### src/core/wdt_cfg.svh
// constants for the indexed-port watchdog timer
// How it works
// - watchdog runs only after 01 is written to index 30; disabled after reset
// - timeout programmable from 1 to 255 units of a second or a minute
// - count expiring without restart raises the timeout as interrupt or reset
// - a static board jumper routes the timeout to system reset or interrupt 11
// - interrupt form is active low and held until the timer restarts
// - two host ports: index port selects a register, data port accesses it
// - writing key 87 twice to the index port unlocks configuration
// - writing 08 to index 07 maps the watchdog registers
// - index F5 bit 3 selects unit: 0 seconds (default), 1 minutes
// - index F6 zero stops the timer (default); 01 to FF sets tick count
// - each write of the count register restarts from the new value
// - index F7 bit 6 lets keyboard activity restart the count; cleared at reset
// - writing 1 to F7 bit 5 forces a timeout while index 30 holds 01, and the bit self-clears
// - F7 bit 4 reads 1 once the watchdog has timed out
// - writing key AA to the index port locks configuration again
`ifndef WDT_CFG_SVH
`define WDT_CFG_SVH

`define IDX_PORT_ADDR 16'h002E
`define DATA_PORT_ADDR 16'h002F

`define KEY_UNLOCK 8'h87
`define KEY_LOCK 8'hAA

`define IDX_BLOCK_SEL 8'h07
`define IDX_FUNC_EN 8'h30
`define IDX_UNIT_SEL 8'hF5
`define IDX_COUNT 8'hF6
`define IDX_CTRL_STAT 8'hF7

`define BLOCK_WATCHDOG 8'h08
`define FUNC_EN_VALUE 8'h01

`define UNIT_MINUTE_BIT 3
`define KBD_EN_BIT 6
`define FORCE_BIT 5
`define STATUS_BIT 4

`define RST_BYTE 8'h00

// one second at the 10 MHz clock
`define CLK_HZ 10000000
`define SEC_PER_MIN 6'd60
// reset pulse width in ns, rounded up to whole cycles
`define RST_PULSE_NS 1000
`define CLK_PERIOD_NS 100
`define RST_PULSE_CYC ((`RST_PULSE_NS + `CLK_PERIOD_NS - 1) / `CLK_PERIOD_NS)

`endif

### src/core/wdt_pkg.sv
// types shared by the watchdog files
package wdt_pkg;

  typedef struct packed {
    logic wr;
    logic rd;
    logic [15:0] addr;
    logic [7:0] wdata;
  } io_req_t;

  typedef struct packed {
    logic valid;
    logic [7:0] data;
  } io_rsp_t;

  typedef enum logic [1:0] {
    CFG_LOCKED,
    CFG_HALF_KEY,
    CFG_OPEN
  } cfg_state_t;

endpackage

### src/core/indexed_port_watchdog_timer.sv
// watchdog timer behind an index/data host port pair
`timescale 1ns/1ps
`include "wdt_cfg.svh"
module indexed_port_watchdog_timer #(
  parameter int unsigned CYCLES_PER_SEC = `CLK_HZ,
  parameter int unsigned RST_PULSE_CYCLES = `RST_PULSE_CYC
) (
  input wire logic clk,
  input wire logic rst_b,
  input wire wdt_pkg::io_req_t io_req,
  output wdt_pkg::io_rsp_t io_rsp,
  input wire logic timeout_route_jumper,
  input wire logic kbd_activity,
  output logic irq11_b,
  output logic sys_reset_b
);
  import wdt_pkg::*;

  // ---------------- pin synchronisers ----------------
  logic [2:0] jmp_sync_reg;
  logic [2:0] kbd_sync_reg;
  logic jmp_reg;
  logic kbd_reg;
  logic kbd_prev_reg;
  logic jmp_agree;
  logic kbd_agree;
  logic kbd_edge;

  // a change only counts once stages two and three agree
  assign jmp_agree = (jmp_sync_reg[1] == jmp_sync_reg[2]);
  assign kbd_agree = (kbd_sync_reg[1] == kbd_sync_reg[2]);
  assign kbd_edge = kbd_reg && !kbd_prev_reg;

  always_ff @(posedge clk or negedge rst_b) begin
    if (!rst_b) begin
      jmp_sync_reg <= 3'h0;
      kbd_sync_reg <= 3'h0;
    end else begin
      jmp_sync_reg <= {jmp_sync_reg[1:0], timeout_route_jumper};
      kbd_sync_reg <= {kbd_sync_reg[1:0], kbd_activity};
    end
  end

  always_ff @(posedge clk or negedge rst_b) begin
    if (!rst_b) begin
      jmp_reg <= 1'b0;
      kbd_reg <= 1'b0;
      kbd_prev_reg <= 1'b0;
    end else begin
      if (jmp_agree) begin
        jmp_reg <= jmp_sync_reg[2];
      end
      if (kbd_agree) begin
        kbd_reg <= kbd_sync_reg[2];
      end
      kbd_prev_reg <= kbd_reg;
    end
  end

  // ---------------- port decode ----------------
  logic idx_hit;
  logic data_hit;
  logic idx_wr;
  logic data_wr;
  logic data_rd;

  assign idx_hit = (io_req.addr == `IDX_PORT_ADDR);
  assign data_hit = (io_req.addr == `DATA_PORT_ADDR);
  assign idx_wr = io_req.wr && idx_hit;
  assign data_wr = io_req.wr && data_hit;
  assign data_rd = io_req.rd && data_hit;

  // ---------------- key sequence ----------------
  cfg_state_t cfg_reg;
  cfg_state_t cfg_next;
  logic is_unlock_key;
  logic is_lock_key;
  logic cfg_open;

  assign is_unlock_key = (io_req.wdata == `KEY_UNLOCK);
  assign is_lock_key = (io_req.wdata == `KEY_LOCK);
  assign cfg_open = (cfg_reg == CFG_OPEN);

  always_comb begin
    cfg_next = cfg_reg;
    if (idx_wr) begin
      case (cfg_reg)
        CFG_LOCKED: begin
          cfg_next = is_unlock_key ? CFG_HALF_KEY : CFG_LOCKED;
        end
        CFG_HALF_KEY: begin
          cfg_next = is_unlock_key ? CFG_OPEN : CFG_LOCKED;
        end
        CFG_OPEN: begin
          cfg_next = is_lock_key ? CFG_LOCKED : CFG_OPEN;
        end
        default: begin
          cfg_next = CFG_LOCKED;
        end
      endcase
    end
  end

  always_ff @(posedge clk or negedge rst_b) begin
    if (!rst_b) begin
      cfg_reg <= CFG_LOCKED;
    end else begin
      cfg_reg <= cfg_next;
    end
  end

  // ---------------- configuration registers ----------------
  logic [7:0] index_reg;
  logic [7:0] block_sel_reg;
  logic func_en_reg;
  logic unit_min_reg;
  logic [7:0] count_load_reg;
  logic kbd_en_reg;
  logic wd_mapped;
  logic wd_wr;
  logic wr_block_sel;
  logic wr_func_en;
  logic wr_unit;
  logic wr_count;
  logic wr_ctrl;
  logic force_timeout;

  // index is taken from the last index write while open, other than the lock key
  // watchdog set is visible only when block 08 is selected
  assign wd_mapped = (block_sel_reg == `BLOCK_WATCHDOG);
  // locked writes fall on the floor
  assign wd_wr = data_wr && cfg_open && wd_mapped;
  assign wr_block_sel = data_wr && cfg_open && (index_reg == `IDX_BLOCK_SEL);
  assign wr_func_en = wd_wr && (index_reg == `IDX_FUNC_EN);
  assign wr_unit = wd_wr && (index_reg == `IDX_UNIT_SEL);
  assign wr_count = wd_wr && (index_reg == `IDX_COUNT);
  assign wr_ctrl = wd_wr && (index_reg == `IDX_CTRL_STAT);
  // force bit is a write-only strobe, never stored
  assign force_timeout = wr_ctrl && io_req.wdata[`FORCE_BIT];

  always_ff @(posedge clk or negedge rst_b) begin
    if (!rst_b) begin
      index_reg <= `RST_BYTE;
    end else if (idx_wr && cfg_open && !is_lock_key) begin
      index_reg <= io_req.wdata;
    end
  end

  always_ff @(posedge clk or negedge rst_b) begin
    if (!rst_b) begin
      block_sel_reg <= `RST_BYTE;
    end else if (wr_block_sel) begin
      block_sel_reg <= io_req.wdata;
    end
  end

  // enabled only by the exact value 01
  always_ff @(posedge clk or negedge rst_b) begin
    if (!rst_b) begin
      func_en_reg <= 1'b0;
    end else if (wr_func_en) begin
      func_en_reg <= (io_req.wdata == `FUNC_EN_VALUE);
    end
  end

  always_ff @(posedge clk or negedge rst_b) begin
    if (!rst_b) begin
      unit_min_reg <= 1'b0;
    end else if (wr_unit) begin
      unit_min_reg <= io_req.wdata[`UNIT_MINUTE_BIT];
    end
  end

  always_ff @(posedge clk or negedge rst_b) begin
    if (!rst_b) begin
      count_load_reg <= `RST_BYTE;
    end else if (wr_count) begin
      count_load_reg <= io_req.wdata;
    end
  end

  always_ff @(posedge clk or negedge rst_b) begin
    if (!rst_b) begin
      kbd_en_reg <= 1'b0;
    end else if (wr_ctrl) begin
      kbd_en_reg <= io_req.wdata[`KBD_EN_BIT];
    end
  end

  // ---------------- time base ----------------
  logic sec_tick;
  logic restart;
  logic [5:0] sec_in_min_reg;
  logic min_tick;
  logic unit_tick;

  // count write restarts; keyboard restarts when allowed
  assign restart = wr_count || (kbd_edge && kbd_en_reg);

  // the divider restarts too, so a fresh count gets full units
  tick_divider #(
    .CYCLES(CYCLES_PER_SEC)
  ) tick_divider_i (
    .clk(clk),
    .rst_b(rst_b),
    .clear(restart),
    .tick(sec_tick)
  );

  assign min_tick = sec_tick && (sec_in_min_reg == (`SEC_PER_MIN - 6'd1));
  // unit is one second or one minute
  assign unit_tick = unit_min_reg ? min_tick : sec_tick;

  always_ff @(posedge clk or negedge rst_b) begin
    if (!rst_b) begin
      sec_in_min_reg <= 6'h00;
    end else if (restart || min_tick) begin
      sec_in_min_reg <= 6'h00;
    end else if (sec_tick) begin
      sec_in_min_reg <= sec_in_min_reg + 6'h01;
    end
  end

  // ---------------- countdown ----------------
  logic [7:0] remain_reg;
  logic [7:0] remain_next;
  logic running;
  logic expire;
  logic timed_out_reg;
  logic timed_out_next;

  // zero in the count register stops the timer
  assign running = func_en_reg && (remain_reg != 8'h00);
  assign expire = running && unit_tick && (remain_reg == 8'h01);

  always_comb begin
    remain_next = remain_reg;
    if (restart) begin
      // reload from the value just written, or from the stored count on a keyboard restart
      remain_next = wr_count ? io_req.wdata : count_load_reg;
    end else if (running && unit_tick) begin
      remain_next = remain_reg - 8'h01;
    end
  end

  always_ff @(posedge clk or negedge rst_b) begin
    if (!rst_b) begin
      remain_reg <= 8'h00;
    end else begin
      remain_reg <= remain_next;
    end
  end

  // set wins over the clear from a restart in the same cycle
  // expired or forced timeout; held until restart
  assign timed_out_next = (func_en_reg && (expire || force_timeout)) ? 1'b1 :
                          restart ? 1'b0 : timed_out_reg;

  always_ff @(posedge clk or negedge rst_b) begin
    if (!rst_b) begin
      timed_out_reg <= 1'b0;
    end else begin
      timed_out_reg <= timed_out_next;
    end
  end

  // ---------------- outputs ----------------
  logic new_timeout;
  logic [15:0] rst_cnt_reg;
  logic rst_active;

  assign new_timeout = timed_out_next && !timed_out_reg;
  assign rst_active = (rst_cnt_reg != 16'h0000);

  // reset route gives a fixed pulse; holding it would keep the board in reset
  always_ff @(posedge clk or negedge rst_b) begin
    if (!rst_b) begin
      rst_cnt_reg <= 16'h0000;
    end else if (new_timeout && jmp_reg) begin
      rst_cnt_reg <= 16'(RST_PULSE_CYCLES);
    end else if (rst_active) begin
      rst_cnt_reg <= rst_cnt_reg - 16'h0001;
    end
  end

  always_ff @(posedge clk or negedge rst_b) begin
    if (!rst_b) begin
      irq11_b <= 1'b1;
      sys_reset_b <= 1'b1;
    end else begin
      irq11_b <= !(timed_out_next && !jmp_reg);
      sys_reset_b <= !((new_timeout && jmp_reg) || (rst_cnt_reg > 16'h0001));
    end
  end

  // ---------------- read path ----------------
  logic [7:0] ctrl_rd;
  logic [7:0] rd_mux;

  // status bit shows timeout; force bit reads zero
  assign ctrl_rd = {1'b0, kbd_en_reg, 1'b0, timed_out_reg, 4'h0};

  always_comb begin
    rd_mux = 8'h00;
    if (idx_hit) begin
      rd_mux = index_reg;
    end else if (cfg_open && index_reg == `IDX_BLOCK_SEL) begin
      rd_mux = block_sel_reg;
    end else if (cfg_open && wd_mapped) begin
      case (index_reg)
        `IDX_FUNC_EN: rd_mux = {7'h00, func_en_reg};
        `IDX_UNIT_SEL: rd_mux = {4'h0, unit_min_reg, 3'h0};
        `IDX_COUNT: rd_mux = count_load_reg;
        `IDX_CTRL_STAT: rd_mux = ctrl_rd;
        default: rd_mux = 8'h00;
      endcase
    end
  end

  always_ff @(posedge clk or negedge rst_b) begin
    if (!rst_b) begin
      io_rsp <= '0;
    end else begin
      io_rsp.valid <= io_req.rd && (idx_hit || data_hit);
      io_rsp.data <= (io_req.rd && (idx_hit || data_rd)) ? rd_mux : 8'h00;
    end
  end

endmodule

### src/core/tick_divider.sv
// one-cycle enable pulse every CYCLES clocks, restartable
`timescale 1ns/1ps
module tick_divider #(
  parameter int unsigned CYCLES = 10000000
) (
  input wire logic clk,
  input wire logic rst_b,
  input wire logic clear,
  output logic tick
);

  logic [31:0] cnt_reg;
  logic [31:0] cnt_next;
  logic at_end;

  assign at_end = (cnt_reg == 32'(CYCLES - 1));
  assign cnt_next = (clear || at_end) ? 32'h0000_0000 : cnt_reg + 32'h0000_0001;

  always_ff @(posedge clk or negedge rst_b) begin
    if (!rst_b) begin
      cnt_reg <= 32'h0000_0000;
      tick <= 1'b0;
    end else begin
      cnt_reg <= cnt_next;
      tick <= at_end && !clear;
    end
  end

endmodule

### config.mk
export PLATFORM = sky130hd
export DESIGN_NAME = indexed_port_watchdog_timer
export DESIGN_NICKNAME = d
export VERILOG_FILES = /design/src/core/wdt_pkg.sv /design/src/core/indexed_port_watchdog_timer.sv /design/src/core/tick_divider.sv
export VERILOG_INCLUDE_DIRS = /design/src /design/src/core
export SDC_FILE = /design/constraint.sdc
export NUM_CORES = 1
export LEC_CHECK = 0
export BUFFER_PORTS_ARGS = -buffer_cell sky130_fd_sc_hd__buf_2
export CELL_PAD_IN_SITES_DETAIL_PLACEMENT = 1
export CELL_PAD_IN_SITES_GLOBAL_PLACEMENT = 1
export CORE_MARGIN = 3
export CORE_UTILIZATION = 48
export DETAILED_ROUTE_END_ITERATION = 7
export PLACE_DENSITY = 0.79
export SETUP_SLACK_MARGIN = 0.15
export SYNTH_ARGS = -nofsm -noshare
export SYNTH_HDL_FRONTEND = slang
export SYNTH_SLANG_ARGS = --single-unit
### constraint.sdc
create_clock -name clk -period 3.5 [get_ports clk]
set_clock_uncertainty 0.2 [all_clocks]
set_input_delay 0.35 -clock clk [delete_from_list [all_inputs] [get_ports clk]]
set_output_delay 0.35 -clock clk [all_outputs]
set_load 0.02 [all_outputs]
Word level (Yosys, flattened, before mapping)
Index checks and enable logic that the tools add are counted.
- register bits: 113
- bits in latches: 0
- RAM bits: 0
- ROM bits: 0
- output and inout bits: 11
- word-level logic and storage cells: 113
- memories: 0
- add/sub/neg operators: 4
- $mul: 0
- div/mod/pow operators: 0
- order comparisons: 1
- eq/ne operators: 18
- shift operators: 0
- mux-type cells: 20
- bitwise logic cells: 0
- reduce and logical (&&, ||, !) cells: 48
- operator list (cell ; number):
    8-bit two-way mux ; 7
    8-bit equality test (second input constant) ; 5
    32-bit by 1-bit adder with 32-bit output (second input constant) ; 1
    16-bit by 6-bit equality test with 1-bit output (second input constant) ; 2
    32-bit by 24-bit equality test with 1-bit output (second input constant) ; 1
    16-bit two-way mux ; 2
    32-bit two-way mux ; 1
    8-bit one-hot mux with 4 select lines ; 1
    1-bit logical AND ; 28
    8-bit by 1-bit equality test with 1-bit output (second input constant) ; 2
    16-bit by 1-bit greater-than comparator with 1-bit output (second input constant) ; 1
    16-bit nonzero test ; 1
    16-bit by 1-bit subtractor with 16-bit output (second input constant) ; 1
    6-bit two-way mux ; 2
    8-bit by 3-bit equality test with 1-bit output (second input constant) ; 1
    8-bit by 4-bit equality test with 1-bit output (second input constant) ; 1
    8-bit by 6-bit equality test with 1-bit output (second input constant) ; 1
    8-bit nonzero test ; 1
    8-bit by 1-bit subtractor with 8-bit output (second input constant) ; 1
    1-bit logical NOT ; 7
    1-bit logical OR ; 7
    6-bit by 1-bit adder with 6-bit output (second input constant) ; 1
    6-bit equality test (second input constant) ; 1
    2-bit one-hot mux with 3 select lines ; 1
    other kinds (7) ; 14

Logic depth before layout (Yosys ltp)
- depth after elaboration: 13
- mapped depth: 7
- gate-level depth less buffers: 7

By module
Synthesis repeated with hierarchy kept, for this count alone.
- cells, all modules: 572
- area total of the unflattened synthesis: 5915.7 um2
- modules (own cells, without submodules) (module ; times used ; cells each ; area an instance (um2) ; sequential area each (um2)):
    indexed_port_watchdog_timer ; 1 ; 396 ; 4056.4 ; 2004.4
    tick_divider ; 1 ; 176 ; 1859.3 ; 825.8

Worst setup path before layout
No wires, ideal clock.
- path type: register to register
- from: reg tick_divider_i.cnt_reg[14]
- to: reg tick_divider_i.cnt_reg[10]
- arrival time: 2.214 ns
- required time: 3.181 ns
- path slack: 0.968 ns
- stages on the path, launching flop included: 7
- path buffers: 1
- period minus slack after synthesis: 2.532 ns
- cells stage by stage: dfrtp_1 or4_1 or4_1 or4_4 nand3_2 buf_6 nor2_1
- cells in the longest elaborated chain, start to end: 3
- RTL lines (element ; RTL line ; RTL):
    start, declared ; tick_divider.sv:12 ; logic [31:0] cnt_reg;
    start signal, assigned ; tick_divider.sv:24 ; cnt_reg <= cnt_next;
    32-bit by 24-bit equality test with 1-bit output ; tick_divider.sv:16 ; assign at_end = (cnt_reg == 32'(CYCLES - 1));
    1-bit logical OR ; tick_divider.sv:17 ; assign cnt_next = (clear || at_end) ? 32'h0000_0000 : cnt_reg + 32'h0000_0001;
    32-bit two-way mux ; tick_divider.sv:17 ;
    net tick_divider_i.cnt_next[10] ; tick_divider.sv:13 ; logic [31:0] cnt_next;
The timed path passes the listed nets, and every way through them passes these cells.
A chain may end at the register's enable or synchronous reset.

Worst setup path in the final report
- from: reg tick_divider_i.cnt_reg[14]
- to: reg tick_divider_i.cnt_reg[31]
- cells in the longest elaborated chain, start to end: 3
- elaborated cells on any way between the ends: 4
- classes of those cells: add/sub (1); eq/ne (1); mux (1); reduce/logical (1)
- RTL lines (element ; RTL line):
    branches (longest 2 deep; another with 32-bit by 1-bit adder with 32-bit output) ; --
    32-bit two-way mux * ; tick_divider.sv:17
    net tick_divider_i.cnt_next[31] ; tick_divider.sv:13
Mark *: on every way through the listed nets, which the timed path passes.

==> results.py <==
metrics = {
    "worst_setup_path": {
        "setup.worst_path.start_class": "register",
        "critPathCaptureType": "register",
        "worstSetupPathType": "register to register",
        "crit_fanout": 30,
        "arrival_ns": 2.95,
        "worstPathRequired_ns": 3.59,
    },
    "power_and_ir_drop": {
        "p_total_w": 0.00310,
        "power_density_nw_per_um2": 467,
        "ir_drop_mv": 0.385,
        "p_leak_nw": 3.10,
    },
    "final_layout": {
        "final_cells": 772,
        "layout_commonest_cell": "dfrtp_1",
        "post_route_cells_drive_above_1_share": 0.172,
        "syn2layout_area_growth_pct": 16.8,
        "diodes": 0,
        "fillerInstances": 1273,
        "fin_area_um2": 6640,
        "largest_reg_flops": 32,
        "mostFrequentLayoutCells": "dfrtp_1, nor2_1, nand2_1",
        "final_nets": 653,
    },
    "route": {
        "antenna_left": 0,
        "routedWlPerCell_um": 19.3,
        "drc": 0,
        "vias": 4550,
        "viasPerCell": 5.89,
        "dr.pass1.iters": 4,
        "drtIter0Drc": 274,
        "drt-total-wl_mm": 14.9,
    },
    "clock_tree": {
        "clockBufferDepth": 2,
        "clk_latency_ns": 0.42,
        "holdBufCountCts": 3,
        "cts.sinks": 113,
        "post-cts-setup-buffer-count": 0,
        "cts_buffers": 17,
        "h-tree-depth": 4,
        "cts-resized-gates": 0,
        "path_clk_slew_ns": 0.05,
        "cts_tree": "yes",
        "cts-root-buf": "clkbuf_16",
    },
    "logic_synthesis": {
        "syn_avg_cell_area_um2": 10.1,
        "synthTopCellsByArea": "dfrtp_1, nor2_1, xor2_1",
        "ys_warn_count": 0,
        "synthArstFlopShare": 1.00,
        "synth.distinct_cells": 56,
        "synth_nets": 599,
        "synth-edff-count": 0,
        "yosysSeqAreaShare": 0.498,
        "synth_area_um2": 5680,
        "ys.flop_type": "dfrtp_1",
        "ys_ff_latch": 113,
        "synth_top_area_frac": 0.489,
        "syn_inst": 562,
        "yosysTopAreaCell": "dfrtp_1",
    },
    "global_routing": {
        "grt_pass1_vias": 4853,
        "grt.total_usage": 0.246,
        "grt_first_pass_wirelength_mm": 24.9,
        "globalRouteOverflowTotal": 0,
        "grt_max_degree": 90,
        "antenna_found_initial": 0,
    },
    "floorplanning": {
        "coreArea_um2": 11500,
        "die_area_um2": 13200,
        "num_rows": 39,
        "die_x_um": 115,
        "start_util": 0.493,
        "die_y_um": 115,
        "io_pins": 41,
    },
    "flow_run": {
        "cap_violations": 0,
    },
    "placed_design": {
        "placed_area_um2": 6040,
        "dp.cells": 737,
        "numPortBuffers": 40,
        "hpwl_mm": 10.3,
        "gp_congestion": 0.881,
    },
    "outcome": {
        "status": "finished, final reports clean",
    },
    "sta": {
        "slew_headroom": 0.256,
        "hold_viol_final": 0,
        "fin_setup_tns_ns": 0,
        "tightest_slew_ns": 1.12,
        "setup_viol": 0,
        "rsz0062_at_grt": "no",
        "period_needed_ns": 2.87,
        "drv_slew": 0,
        "max_freq_ghz": 0.349,
        "whs_ns": 0.0756,
        "timing.final.crit_share": 0.819,
    },
    "min_path": {
        "worstHoldPathType": "input pin to register",
    },
}
==> metrics by stage <==
| stage | setup WS (ns) | utilization |
|---|---|---|
| 3_3_place_gp | 0.727 | 0.524 |
| 6_report | 0.634 | 0.577 |
| 3_5_place_dp | 0.629 | 0.524 |
| 4_1_cts | 0.621 | 0.577 |
| 2_1_floorplan | 0.968 | - |
| 5_1_grt | 0.479 | 0.577 |
==> power by group <==
| group | internal [W] | switching, W |
|---|---|---|
| combinational | 0.0000215 | 0.0000470 |
| clock | 0.00113 | 0.000573 |
| sequential | 0.00132 | 0.00000648 |
| total | 0.00247 | 0.000627 |
==> cells by family (layout without fill, tap and decap cells) <==
| kind of cell | count (synthesis) | in the layout | share of synthesized area |
|---|---|---|---|
| buffers and inverters | 27 | 94 | 0.0222 |
| and+or+nand+nor | 282 | 282 | 0.267 |
| AOI/OAI and AO/OA | 49 | 49 | 0.0542 |
| muxes | 34 | 34 | 0.0654 |
| adders and majority gates | 9 | 9 | 0.0189 |
| xor gates and xnor gates | 48 | 48 | 0.0740 |
| DFF | 113 | 113 | 0.498 |
==> worst max-delay path, cell delays in order, from the launching register on <==
cell	delay [ns]
dfrtp_1	0.44
or4_1	0.55
or4_1	0.48
or4_4	0.56
nand3_2	0.09
buf_4	0.30
nor2_1	0.11
==> cell usage after synthesis (9+ instances only) <==
cell	count
nor2_1	80
and3_1	14
nor3_1	19
nand4_1	20
or3_1	13
inv_1	12
xnor2_1	15
dfrtp_1	111
a21oi_1	14
mux2i_1	9
nand2_1	40
nand3_1	31
clkbuf_1	10
mux2_2	25
nor4_1	13
xor2_1	33
o21ai_0	12
==> worst paths after layout <==
kind	from	endpoint	slack [ns]	cells after the start
max in group asynchronous	rst_b	count_load_reg[0]	1.71	3
min in group asynchronous	rst_b	tick_divider_i.cnt_reg[8]	0.50	2
max reg2reg	tick_divider_i.cnt_reg[14]	tick_divider_i.cnt_reg[31]	0.63	6
max	tick_divider_i.cnt_reg[14]	tick_divider_i.cnt_reg[31]	0.63	6
min	io_req[7]	count_load_reg[7]	0.08	3
min reg2reg	jmp_sync_reg[0]	jmp_sync_reg[1]	0.15	0
==> routing by layer <==
layer / vias up / GRT usage / wire length [um]
met4: 0 / 0.110 / 413
li1: 2127 / - / -
met5: - / 0 / 0
met3: 40 / 0.0642 / 466
met2: 83 / 0.412 / 7690
met1: 2300 / 0.300 / 6340
==> area by class of cell <==
class,instances,area (um2),share of cell area
flip-flops and latches,113,2830,0.426
multi-input cells,422,2730,0.411
clock buffers,26,469,0.0707
inverters,12,45.0,0.00678
clock inverters,6,105,0.0158
repair buffers,50,285,0.0430
well taps,143,179,0.0269
No activity file was read; power rests on OpenSTA's default activity.
